File: config.mk
export PLATFORM = sky130hd
export DESIGN_NAME = fpve_top
export DESIGN_NICKNAME = d
export VERILOG_FILES = /design/src/hw/fpve_pkg.sv /design/src/hw/fpve_arb_if.sv /design/src/hw/fpve_arbiter.sv /design/src/hw/fpve_top.sv
export SDC_FILE = /design/constraint.sdc
export NUM_CORES = 1
export LEC_CHECK = 0
export BUFFER_PORTS_ARGS = -buffer_cell sky130_fd_sc_hd__buf_4
export CAP_MARGIN = 10
export CORE_UTILIZATION = 62
export DETAILED_ROUTE_END_ITERATION = 8
export PLACE_DENSITY = 0.92
export SETUP_SLACK_MARGIN = 0.15
export SLEW_MARGIN = 20
export SYNTH_ARGS = -nofsm -noshare
export SYNTH_HDL_FRONTEND = slang
export SYNTH_HIERARCHICAL = 1
export SYNTH_SLANG_ARGS = --single-unit
export TNS_END_PERCENT = 100
File: constraint.sdc
create_clock -name CLK -period 6.2 [get_ports CLK]
set_clock_uncertainty 0.2 [all_clocks]
set_input_delay 0.31 -clock CLK [delete_from_list [all_inputs] [get_ports CLK]]
set_output_delay 0.31 -clock CLK [all_outputs]
set_load 0.02 [all_outputs]
File: src/hw/fpve_pkg.sv
// Shared constants, codes and vector helpers for the priority vector encoder
package fpve_pkg;

    // ========================================================================
    // Widths and reset values
    // ========================================================================
    localparam int         CODE_W      = 4;       // Encoded chip request width
    localparam int         VEC_W       = 8;       // Processor vector bus width
    localparam int         LINE_N      = 8;       // Board request lines
    localparam logic [7:0] VEC_RST     = 8'h00;   // Vector shown while idle
    localparam logic       PEND_RST    = 1'b0;    // No request after reset

    // ========================================================================
    // Vectors of the fixed sources
    // ========================================================================
    localparam logic [7:0] VEC_WDOG    = 8'hff;   // Watchdog timeout, level 31
    localparam logic [7:0] VEC_ECC_MB  = 8'hfe;   // Multi-bit memory error
    localparam logic [7:0] VEC_NMI     = 8'hfd;   // System bus non-maskable
    localparam logic [7:0] VEC_BSEV    = 8'hf8;   // Board severe error
    localparam logic [7:0] VEC_LB_EXC  = 8'hf3;   // Local bus exception
    localparam logic [7:0] VEC_LB_PAR  = 8'hf2;   // Local bus parity error
    localparam logic [7:0] VEC_LB_PM   = 8'hf1;   // Parity, processor master
    localparam logic [7:0] VEC_BERR    = 8'hf0;   // Board ordinary error
    localparam logic [7:0] VEC_MP_CPU  = 8'heb;   // Protect, processor master
    localparam logic [7:0] VEC_MP_SLV  = 8'hea;   // Protect, bus slave access
    localparam logic [7:0] VEC_DBG_RX  = 8'hd1;   // Debug port receive
    localparam logic [7:0] VEC_DBG_TX  = 8'hd0;   // Debug port transmit
    localparam logic [7:0] VEC_ATTN    = 8'h64;   // Control block attention
    localparam logic [7:0] VEC_XEND    = 8'h63;   // Bus master transfer end
    localparam logic [7:0] VEC_GEN     = 8'h62;   // General interrupt
    localparam logic [7:0] VEC_BM_CH2  = 8'h61;   // Bus master channel 2
    localparam logic [7:0] VEC_BM_CH1  = 8'h60;   // Bus master channel 1
    localparam logic [7:0] VEC_TMR1    = 8'h23;   // Interval timer 1
    localparam logic [7:0] VEC_TMR2    = 8'h22;   // Interval timer 2
    localparam logic [7:0] VEC_TMR3    = 8'h21;   // Interval timer 3
    localparam logic [7:0] VEC_TMR4    = 8'h20;   // Interval timer 4
    localparam logic [7:0] VEC_ECC_SB  = 8'h08;   // Single-bit error, lowest

    // ========================================================================
    // Request codes of the memory controller chip (0 means idle)
    // ========================================================================
    localparam logic [3:0] MC_WDOG     = 4'h1;    // Timer 0 / watchdog
    localparam logic [3:0] MC_ECC_MB   = 4'h2;    // Multi-bit error
    localparam logic [3:0] MC_LB_EXC   = 4'h3;    // Local bus exception
    localparam logic [3:0] MC_LB_PAR   = 4'h4;    // Local bus parity
    localparam logic [3:0] MC_LB_PM    = 4'h5;    // Parity, processor master
    localparam logic [3:0] MC_MP_CPU   = 4'h6;    // Protect, processor
    localparam logic [3:0] MC_MP_SLV   = 4'h7;    // Protect, slave access
    localparam logic [3:0] MC_TMR1     = 4'h8;    // Timer 1
    localparam logic [3:0] MC_TMR2     = 4'h9;    // Timer 2
    localparam logic [3:0] MC_TMR3     = 4'ha;    // Timer 3
    localparam logic [3:0] MC_TMR4     = 4'hb;    // Timer 4
    localparam logic [3:0] MC_ECC_SB   = 4'hc;    // Single-bit error

    // ========================================================================
    // Request codes of the system bus interface chip (0 means idle)
    // ========================================================================
    localparam logic [3:0] SB_NMI      = 4'h1;    // Non-maskable command
    localparam logic [3:0] SB_DBG_RX   = 4'h2;    // Debug receive
    localparam logic [3:0] SB_DBG_TX   = 4'h3;    // Debug transmit
    localparam logic [3:0] SB_ATTN     = 4'h4;    // Attention port
    localparam logic [3:0] SB_XEND     = 4'h5;    // Transfer end
    localparam logic [3:0] SB_GEN      = 4'h6;    // General interrupt
    localparam logic [3:0] SB_BM_CH2   = 4'h7;    // Channel 2
    localparam logic [3:0] SB_BM_CH1   = 4'h8;    // Channel 1

    // Board line vectors in direct mode, index is the line number
    localparam logic [7:0] LINE_VEC [LINE_N] = '{
        8'hd8, 8'hd9, 8'hda, 8'hdb, 8'he0, 8'he8, VEC_BERR, VEC_BSEV};

    // ========================================================================
    // Helpers
    // ========================================================================
    // True for vectors that a source may raise; platform reserves the rest
    function automatic logic vec_legal(input logic [7:0] v);
        vec_legal = v inside {VEC_WDOG, VEC_ECC_MB, VEC_NMI, VEC_BSEV,
            [VEC_BERR:VEC_LB_EXC], VEC_MP_CPU, VEC_MP_SLV, 8'he8, 8'he0,
            [8'hd8:8'hdb], VEC_DBG_RX, VEC_DBG_TX, [8'h80:8'hcf],
            8'h7b, 8'h7c, 8'h78, [8'h70:8'h74], [VEC_BM_CH1:VEC_ATTN],
            [8'h40:8'h53], 8'h3a, [VEC_TMR4:VEC_TMR1], VEC_ECC_SB};
    endfunction

    // Higher vector number is the higher fixed priority
    function automatic logic [8:0] pick_max(input logic [8:0] a,
                                            input logic [8:0] b);
        if (!a[8])
            pick_max = b;
        else if (b[8] && b[7:0] > a[7:0])
            pick_max = b;
        else
            pick_max = a;
    endfunction

endpackage

File: src/hw/fpve_arb_if.sv
// Candidate vectors and winner between decoder and arbiter
`timescale 1ns/1ns
interface fpve_arb_if;
    logic       mc_vld;     // Memory controller candidate present
    logic [7:0] mc_vec;     // Memory controller candidate vector
    logic       sb_vld;     // System bus candidate present
    logic [7:0] sb_vec;     // System bus candidate vector
    logic       bd_vld;     // Board candidate present
    logic [7:0] bd_vec;     // Board candidate vector
    logic       win_vld;    // Some candidate present
    logic [7:0] win_vec;    // Highest candidate vector

    modport src (output mc_vld, mc_vec, sb_vld, sb_vec, bd_vld, bd_vec,
                 input  win_vld, win_vec);
    modport arb (input  mc_vld, mc_vec, sb_vld, sb_vec, bd_vld, bd_vec,
                 output win_vld, win_vec);
endinterface

File: src/hw/fpve_arbiter.sv
// Fixed-priority pick among the three candidate vectors
`timescale 1ns/1ns
module fpve_arbiter (
    fpve_arb_if.arb ab     // Candidates in, winner out
);
    import fpve_pkg::*;

    // ========================================================================
    // Pick
    // ========================================================================
    logic [8:0] best;      // Valid bit on top of vector

    // Pure combination: nothing is held, a dropped request leaves at once
    always_comb begin
        best = pick_max({ab.mc_vld, ab.mc_vec}, {ab.sb_vld, ab.sb_vec});
        best = pick_max(best, {ab.bd_vld, ab.bd_vec});
    end

    assign ab.win_vld = best[8];
    assign ab.win_vec = best[8] ? best[7:0] : VEC_RST;

endmodule

File: src/hw/fpve_top.sv
// Fixed-priority interrupt vector encoder for the processor interrupt bus
`timescale 1ns/1ns
module fpve_top
    import fpve_pkg::*;
(
    input  wire logic                          CLK,        // 20 MHz clock
    input  wire logic                          RST_N,      // Async reset
    input  wire logic [fpve_pkg::CODE_W-1:0]   SBI_CODE,   // Sys bus code
    input  wire logic [fpve_pkg::CODE_W-1:0]   MC_CODE,    // Mem ctrl code
    input  wire logic [fpve_pkg::LINE_N-1:0]   BOARD_LINES,// Lines or vector
    input  wire logic                          BOARD_VREQ, // Vectored request
    input  wire logic                          BOARD_INT_ENABLE, // Board gate
    input  wire logic                          BOARD_VECTOR_MODE_SELECT,// Mode
    output logic      [fpve_pkg::VEC_W-1:0]    INT_VEC,    // Vector bus
    output logic                               INT_PEND    // Request pending
);

    // ========================================================================
    // Input synchronisers
    // ========================================================================
    localparam int IN_W = 2 * CODE_W + LINE_N + 3;   // All pin inputs

    logic [IN_W-1:0] meta_q,  meta_d;     // First stage, read by stage two
    logic [IN_W-1:0] sync_q,  sync_d;     // Second stage, safe to decode

    // All pins arrive from other chips, so two flops before any decode
    always_comb begin
        meta_d = {SBI_CODE, MC_CODE, BOARD_LINES, BOARD_VREQ,
                  BOARD_INT_ENABLE, BOARD_VECTOR_MODE_SELECT};
        sync_d = meta_q;
    end

    // Register both stages
    always_ff @(posedge CLK or negedge RST_N) begin
        if (!RST_N) begin
            meta_q <= '0;
            sync_q <= '0;
        end else begin
            meta_q <= meta_d;
            sync_q <= sync_d;
        end
    end

    // Unpack the synchronised inputs
    logic [3:0] sb_code;   // System bus code
    logic [3:0] mc_code;   // Memory controller code
    logic [7:0] bd_lines;  // Board lines or board vector
    logic       bd_vreq;   // Board vectored request
    logic       bd_en;     // Board interrupt gate
    logic       bd_vmode;  // Board vectored mode

    assign {sb_code, mc_code, bd_lines, bd_vreq, bd_en, bd_vmode} = sync_q;

    // ========================================================================
    // Source decode
    // ========================================================================
    fpve_arb_if arb_bus ();   // Candidates to arbiter

    // Memory controller code to vector; unused codes mean no request
    always_comb begin
        arb_bus.mc_vld = 1'b1;
        case (mc_code)
            MC_WDOG:   arb_bus.mc_vec = VEC_WDOG;
            MC_ECC_MB: arb_bus.mc_vec = VEC_ECC_MB;
            MC_LB_EXC: arb_bus.mc_vec = VEC_LB_EXC;
            MC_LB_PAR: arb_bus.mc_vec = VEC_LB_PAR;
            MC_LB_PM:  arb_bus.mc_vec = VEC_LB_PM;
            MC_MP_CPU: arb_bus.mc_vec = VEC_MP_CPU;
            MC_MP_SLV: arb_bus.mc_vec = VEC_MP_SLV;
            MC_TMR1:   arb_bus.mc_vec = VEC_TMR1;
            MC_TMR2:   arb_bus.mc_vec = VEC_TMR2;
            MC_TMR3:   arb_bus.mc_vec = VEC_TMR3;
            MC_TMR4:   arb_bus.mc_vec = VEC_TMR4;
            MC_ECC_SB: arb_bus.mc_vec = VEC_ECC_SB;
            default: begin
                arb_bus.mc_vld = 1'b0;
                arb_bus.mc_vec = VEC_RST;
            end
        endcase
    end

    // System bus code to vector; unused codes mean no request
    always_comb begin
        arb_bus.sb_vld = 1'b1;
        case (sb_code)
            SB_NMI:    arb_bus.sb_vec = VEC_NMI;
            SB_DBG_RX: arb_bus.sb_vec = VEC_DBG_RX;
            SB_DBG_TX: arb_bus.sb_vec = VEC_DBG_TX;
            SB_ATTN:   arb_bus.sb_vec = VEC_ATTN;
            SB_XEND:   arb_bus.sb_vec = VEC_XEND;
            SB_GEN:    arb_bus.sb_vec = VEC_GEN;
            SB_BM_CH2: arb_bus.sb_vec = VEC_BM_CH2;
            SB_BM_CH1: arb_bus.sb_vec = VEC_BM_CH1;
            default: begin
                arb_bus.sb_vld = 1'b0;
                arb_bus.sb_vec = VEC_RST;
            end
        endcase
    end

    // Board candidate: highest active line, or the board's own vector
    logic [8:0] line_best;    // Best direct-mode line, valid on top

    always_comb begin
        line_best = '0;
        for (int i = 0; i < LINE_N; i++) begin
            if (bd_lines[i])
                line_best = pick_max(line_best, {1'b1, LINE_VEC[i]});
        end
        arb_bus.bd_vld = 1'b0;
        arb_bus.bd_vec = VEC_RST;
        if (bd_en) begin
            if (bd_vmode) begin
                // A reserved vector from the board is dropped, not passed
                arb_bus.bd_vld = bd_vreq && vec_legal(bd_lines);
                arb_bus.bd_vec = bd_lines;
            end else begin
                arb_bus.bd_vld = line_best[8];
                arb_bus.bd_vec = line_best[7:0];
            end
        end
    end

    // ========================================================================
    // Arbitration and output register
    // ========================================================================
    fpve_arbiter u_arb (
        .ab (arb_bus.arb)
    );

    logic [7:0] vec_q,  vec_d;    // Vector bus register
    logic       pend_q, pend_d;   // Pending flag register

    // Follow the winner every cycle; no request is held here
    always_comb begin
        vec_d  = arb_bus.win_vec;
        pend_d = arb_bus.win_vld;
    end

    // Register outputs so the bus never shows decode glitches
    always_ff @(posedge CLK or negedge RST_N) begin
        if (!RST_N) begin
            vec_q  <= VEC_RST;
            pend_q <= PEND_RST;
        end else begin
            vec_q  <= vec_d;
            pend_q <= pend_d;
        end
    end

    assign INT_VEC  = vec_q;
    assign INT_PEND = pend_q;

    // ========================================================================
    // Checks: a pin level held three cycles shows at the fourth
    // ========================================================================
    property p_wdog_top;
        @(posedge CLK) disable iff (!RST_N)
        (MC_CODE == MC_WDOG)[*3] |=> (INT_PEND && INT_VEC == VEC_WDOG);
    endproperty
    a_wdog_top: assert property (p_wdog_top)
        else $error("watchdog not shown as FF");

    property p_idle;
        @(posedge CLK) disable iff (!RST_N)
        (MC_CODE == 4'h0 && SBI_CODE == 4'h0 && !BOARD_INT_ENABLE)[*3]
        |=> (!INT_PEND && INT_VEC == VEC_RST);
    endproperty
    a_idle: assert property (p_idle)
        else $error("pending shown with no enabled source");

    property p_single_low;
        @(posedge CLK) disable iff (!RST_N)
        // Board gated off, else a board vector may rightly win
        (MC_CODE == MC_ECC_SB && SBI_CODE == SB_BM_CH1 &&
         !BOARD_INT_ENABLE)[*3]
        |=> (INT_VEC == VEC_BM_CH1);
    endproperty
    a_single_low: assert property (p_single_low)
        else $error("single-bit error beat a higher source");

    property p_attn;
        @(posedge CLK) disable iff (!RST_N)
        (SBI_CODE == SB_ATTN && MC_CODE == MC_TMR1 && !BOARD_INT_ENABLE)[*3]
        |=> (INT_VEC == VEC_ATTN);
    endproperty
    a_attn: assert property (p_attn)
        else $error("attention vector wrong");

    property p_direct;
        @(posedge CLK) disable iff (!RST_N)
        (MC_CODE == MC_LB_EXC && SBI_CODE == 4'h0 && BOARD_INT_ENABLE &&
         !BOARD_VECTOR_MODE_SELECT && BOARD_LINES == 8'hc1)[*3]
        |=> (INT_VEC == VEC_BSEV);
    endproperty
    a_direct: assert property (p_direct)
        else $error("direct line seven not winning as F8");

    property p_vectored;
        @(posedge CLK) disable iff (!RST_N)
        (MC_CODE == MC_TMR2 && SBI_CODE == 4'h0 && BOARD_INT_ENABLE &&
         BOARD_VECTOR_MODE_SELECT && BOARD_VREQ && BOARD_LINES == 8'h80)[*3]
        |=> (INT_VEC == 8'h80);
    endproperty
    a_vectored: assert property (p_vectored)
        else $error("board vector not passed through");

    property p_legal;
        @(posedge CLK) disable iff (!RST_N)
        INT_PEND |-> vec_legal(INT_VEC);
    endproperty
    a_legal: assert property (p_legal)
        else $error("reserved vector produced");

    property p_drop;
        @(posedge CLK) disable iff (!RST_N)
        ((SBI_CODE == SB_DBG_RX && MC_CODE == MC_TMR3)[*3]
         ##1 (SBI_CODE == 4'h0 && MC_CODE == MC_TMR3 &&
              !BOARD_INT_ENABLE)[*3])
        |=> (INT_VEC == VEC_TMR3);
    endproperty
    a_drop: assert property (p_drop)
        else $error("dropped request still shown");

endmodule

### Word level (Yosys, flattened, before mapping)

Cells that the tools add are included.

* register bits after elaboration: 47
* output and inout bits: 9
* word-level logic and storage cells: 110

* $lt $le $gt $ge: 23
* equality and inequality tests: 35
* mux-type cells: 35
* reduce and logical (&&, ||, !) cells: 13

Operators with widths (count)
* 8-bit two-way mux: 17
* 9-bit two-way mux: 12
* 8-bit one-hot mux with 12 select lines: 1
* 8-bit == test, second input constant: 10
* 8-bit one-hot mux with 8 select lines: 1
* 8-bit > comparator, first input constant: 7
* 4-bit by 3-bit == test with 1-bit output, second input constant: 8
* 4-bit == test, second input constant: 6
* 8-bit by 7-bit == test with 1-bit output, second input constant: 3
* 8-bit by 7-bit >= comparator with 1-bit output, second input constant: 3
* 8-bit >= comparator, second input constant: 3
* 8-bit by 7-bit less-or-equal comparator with 1-bit output, second input constant: 3
* 8-bit less-or-equal comparator, second input constant: 3
* 22-bit nonzero test: 1
* 4-bit by 2-bit == test with 1-bit output, second input constant: 4
* 8-bit > comparator: 2
* 12-bit OR reduction: 1
* 1-bit logical AND: 10
* 4-bit by 1-bit == test with 1-bit output, second input constant: 2
* 8-bit by 4-bit == test with 1-bit output, second input constant: 1
* 8-bit by 6-bit == test with 1-bit output, second input constant: 1
* 8-bit by 6-bit >= comparator with 1-bit output, second input constant: 1
* 8-bit by 6-bit less-or-equal comparator with 1-bit output, second input constant: 1
* 8-bit OR reduction: 1
* 1-bit two-way mux: 4

### Longest topological paths before layout

* depth after elaboration: 36
* depth in mapped cells: 20
* gate-level depth less buffers: 18

### By module

The synthesis kept the hierarchy.

By module, submodules not included
* fpve_top: instances 1, cells each 154, area an instance 1803.0 um^2, seq. area each 1176.1 um^2
* fpve_arbiter: instances 1, cells each 96, area an instance 676.9 um^2, seq. area each 0.0 um^2

### Worst setup path before layout

Ideal clock, no wire load.

* path type: flip-flop to flip-flop
* start: register sync_q[12]
* end: register vec_q[6], in the netlist INT_VEC[6]
* setup time: 0.082 ns
* arrival time: 3.439 ns
* required time: 5.918 ns
* slack: 2.479 ns
* stages on the path, launching flop included: 19
* path buffers: 2
* period minus slack after synthesis: 3.721 ns
* path through: dfrtp_1 -> clkbuf_1 -> mux2_2 -> o22ai_1 -> inv_1 -> ha_1 -> o211ai_1 -> a21oi_1 -> o21a_1 -> o21ai_0 -> and2_1 -> ha_1 -> nand4_2 -> o21ai_2 -> a211oi_2 -> nor3_4 -> buf_6 -> o21ai_2 -> a31oi_1

* word-level cells in the longest chain between the ends: 11
* elaborated cells between the ends (all ways): 24
* those cells by class: order compare: 2; eq/ne: 12; mux: 7; reduce/logical: 3

Ends and longest elaborated chain
* start: declaration: RTL line fpve_top.sv:24 `logic [IN_W-1:0] sync_q, sync_d;`
* start signal: assignment: RTL line fpve_top.sv:40 `sync_q <= sync_d;`
* 4-bit == test (tied with other cells): RTL line fpve_top.sv:62 `case (mc_code)`
* 8-bit one-hot mux with 12 select lines *: RTL line fpve_top.sv:62
* via arb_bus.mc_vec[3]: RTL line fpve_arb_if.sv:5 `logic [7:0] mc_vec;`
* 8-bit > comparator: RTL line fpve_pkg.sv:88 `else if (b[8] && b[7:0] > a[7:0])`
* 1-bit logical AND: RTL line fpve_pkg.sv:88
* 9-bit two-way mux *: RTL line fpve_pkg.sv:88
* 9-bit two-way mux *: RTL line fpve_pkg.sv:86 `if (!a[8])`
* 8-bit > comparator: RTL line fpve_pkg.sv:88
* 1-bit logical AND: RTL line fpve_pkg.sv:88
* 9-bit two-way mux: RTL line fpve_pkg.sv:88
* 9-bit two-way mux *: RTL line fpve_pkg.sv:86
* 8-bit two-way mux *: RTL line fpve_arbiter.sv:20 `assign ab.win_vec = best[8] ? best[7:0] : VEC_RST;`
* via arb_bus.win_vec[6]: RTL line fpve_arb_if.sv:11 `logic [7:0] win_vec;`
* end signal: assignment: RTL line fpve_top.sv:146 `vec_q <= vec_d;`
* end: declaration: RTL line fpve_top.sv:131 `logic [7:0] vec_q, vec_d;`

The timed path passes the listed nets; every way through them passes the cells marked *.

### Worst setup path after layout

* start: register sync_q[14]
* end: register vec_q[3], in the netlist INT_VEC[3]

Same word-level chain as after synthesis.

==> results.yml <==
synth:
  synth-xor-area-share: 0.0247
  synthFlopType: "dfrtp_1"
  synth_cell_types: 47
  yosysSeqAreaShare: 0.474
  synth_area_leaders: "dfrtp_1 47%, ha_1 8.1%, o21ai_0 4.8%"
  synth_area_leader_cell: "dfrtp_1"
  synth-simple-area-share: 0.164
  synth_top_cell_area_share: 0.474
  synthCells: 250
  synthAdderAreaFrac: 0.0807
  ys_ff_latch: 47
  synth_top_family_by_area: "compound AO/OA/AOI/OAI gates"
  async_reset_ff_frac: 1.00
  yosysWarnings: 6
  synth_area_um2: 2480
  syn_avg_cell_area_um2: 9.92
  muxShareOfSynthArea: 0.0126
  synth-edff-count: 0
  synth_compound_area_frac: 0.193
  synth_nets: 287
detailed_routing:
  drt_iter0_markers: 238
  ant_nets: 0
  dr.pass1.iters: 6
  routedWlPerCell_um: 16.0
  wl_um: 5480
  num_vias: 2118
  drt-vias-per-instance: 6.19
  drc: 0
power:
  fin_total_pwr_uw: 724
  p_leak_nw: 1.33
  irDropWorstVdd_uv: 236
  p_per_area_nw_per_um2: 242
timing:
  final.setup.worst_slack_ns: 1.65
  rsz0062_at_grt: "no"
  slew_viol_final: 0
  tns_ns: 0
  max_freq_mhz: 220
  setup_viol: 0
  fin_crit_ns: 4.55
  hold_viol: 0
  slew_headroom: 0.625
  finalCritPeriodShare: 0.733
  worstMarginPinSlew_ns: 0.560
clocking:
  cts_setup_buffers: 0
  clock_latency_ns: 0.31
  path_clk_slew_ns: 0.10
  clk_path_buf_depth: 2
  clock-sinks: 47
  cts_tree: "yes"
  root_buffer: "clkbuf_8"
  cts_buffers: 5
  cts_max_level: 2
critical_path:
  cp.arrival_ns: 4.56
  crit_type: "flip-flop to flip-flop"
  startpoint: "sync_q[14]$_DFF_PN0_"
  crit_path_start_kind: "flip-flop"
  required_ns: 6.21
  path_max_fanout: 16
  endpoint_kind: "flip-flop"
  r2r-start: "sync_q[14]$_DFF_PN0_"
floorplan:
  die_w_um: 65.2
  core_um2: 3740
  pin_count: 30
  start_util: 0.662
  die_y_um: 65.2
  placementRows: 22
  design.die.area_um2: 4260
layout:
  fillCellCount: 240
  final_common_cell: "dfrtp_1"
  drive_gt1_frac: 0.163
  final_cell_mix: "47 x dfrtp_1, 29 x buf_4, 24 x o21ai_0"
  multiInputGateArea_um2: 1180
  area_growth_pct: 20.7
  fin_nets: 330
  diodes: 0
  final-seq-area_um2: 1180
global_route:
  grt_max_degree: 48
  grt_pass1_wl_um: 9010
  globalRouteTotalUtil: 0.288
  gr-total-overflow: 0
  first_global_vias: 1987
  grt_antenna_before_repair: 0
placement:
  io_buffers: 29
  dp_slack_ns: 1.98
  place.gp.congestion: 0.888
  hpwlAfterDp_um: 3540
worst_hold_path:
  hold_start: "meta_q[2]$_DFF_PN0_"
  hp-class: "flip-flop to flip-flop"
flow_run:
  cap_viol_max_count: 0
outcome:
  status: "finished, final reports clean"
critical path, stage by stage, from the launching register on:
cell	delay [ns]
dfrtp_1	0.57
nand2_1	0.15
mux2_2	0.29
o22ai_1	0.29
inv_1	0.10
ha_1	0.34
o211ai_1	0.09
a21oi_1	0.24
o21a_1	0.26
o21ai_0	0.15
and2_1	0.21
ha_1	0.32
nand4_2	0.15
o21ai_2	0.19
a211oi_2	0.07
nor3_4	0.48
o21ai_0	0.15
a31oi_1	0.21
path summary, 6_finish.rpt:
| path | to | slack (ns) | depth (start not counted) |
|---|---|---|---|
| worst max register to register | INT_VEC[3]$_DFF_PN0_ | 1.65 | 17 |
| worst max-delay path | INT_VEC[3]$_DFF_PN0_ | 1.65 | 17 |
| max in group asynchronous | sync_q[15]$_DFF_PN0_ | 5.09 | 2 |
| worst min-delay path | sync_q[2]$_DFF_PN0_ | 0.15 | 0 |
| worst min register to register | sync_q[2]$_DFF_PN0_ | 0.15 | 0 |
| min in group asynchronous | INT_VEC[7]$_DFF_PN0_ | 0.32 | 2 |
cell type report:
type                            count  area share
Clock buffer                        5      0.0230
Tap cell                           48      0.0201
Inverter                           17      0.0213
Clock inverter                      3     0.00919
Timing Repair Buffer               49       0.140
Multi-Input combinational cell    173       0.394
Sequential cell                    47       0.393
stage by stage:
step / hold slack (ns) / cell area, µm² / utilization / std cells
2_1_floorplan: -0.186 / 2480 / - / 250
3_5_place_dp: 0.135 / 2700 / 0.721 / 314
3_3_place_gp: 0.128 / 2700 / 0.721 / 314
6_report: 0.150 / 2990 / 0.800 / 342
4_1_cts: 0.155 / 2990 / 0.800 / 342
5_1_grt: 0.159 / 2990 / 0.800 / 342
flip-flops by register name, indices dropped and copies added, names as in the netlist:
signal,count
INT_VEC,8
INT_PEND,1
meta_q,19
sync_q,19
logic make-up after synthesis:
family                   count (synthesis)
AND/OR/NAND/NOR                         72
adder cells (fa/ha/maj)                 16
XOR/XNOR                                 7
multiplexers                             3
buffers and inverters                   30
AO/OA/AOI/OAI                           75
flip-flops                              47
report_power, final:
| part | internal (mW) | total [mW] | switching [mW] |
|---|---|---|---|
| clock network | 0.0836 | 0.197 | 0.113 |
| registers | 0.331 | 0.352 | 0.0206 |
| logic | 0.0792 | 0.175 | 0.0959 |
repair_timing:
| action | CTS | global route |
|---|---|---|
| hold endpoints to repair | 66 | 0 |
| gates resized for setup | 0 | 0 |
| hold buffers | 20 | 0 |
Yosys cell counts (2+ instances only):
| cell type | number |
|---|---|
| ha_1 | 16 |
| o2111ai_1 | 2 |
| and3_1 | 2 |
| dfrtp_1 | 47 |
| nand4_1 | 3 |
| nor3_1 | 6 |
| inv_1 | 17 |
| xnor2_1 | 7 |
| a31oi_1 | 9 |
| nor2b_1 | 3 |
| o21a_1 | 2 |
| o22ai_1 | 2 |
| and2_1 | 11 |
| a21oi_1 | 15 |
| nor3b_1 | 2 |
| or4_4 | 2 |
| nand2_1 | 7 |
| o21ai_0 | 24 |
| nor2_1 | 15 |
| nand3_1 | 10 |
| clkbuf_1 | 11 |
| nand2b_1 | 4 |
| mux2i_1 | 2 |
| o21ai_2 | 4 |
| a21boi_0 | 2 |
| o211ai_1 | 4 |
metal layers:
layer | wire length [µm] | global-route usage
met1 | 2270 | 0.374
met2 | 2630 | 0.454
met3 | 421 | 0.0608
met4 | 163 | 0.147
met5 | 0 | 0
Power figures use the tool's default switching activity.
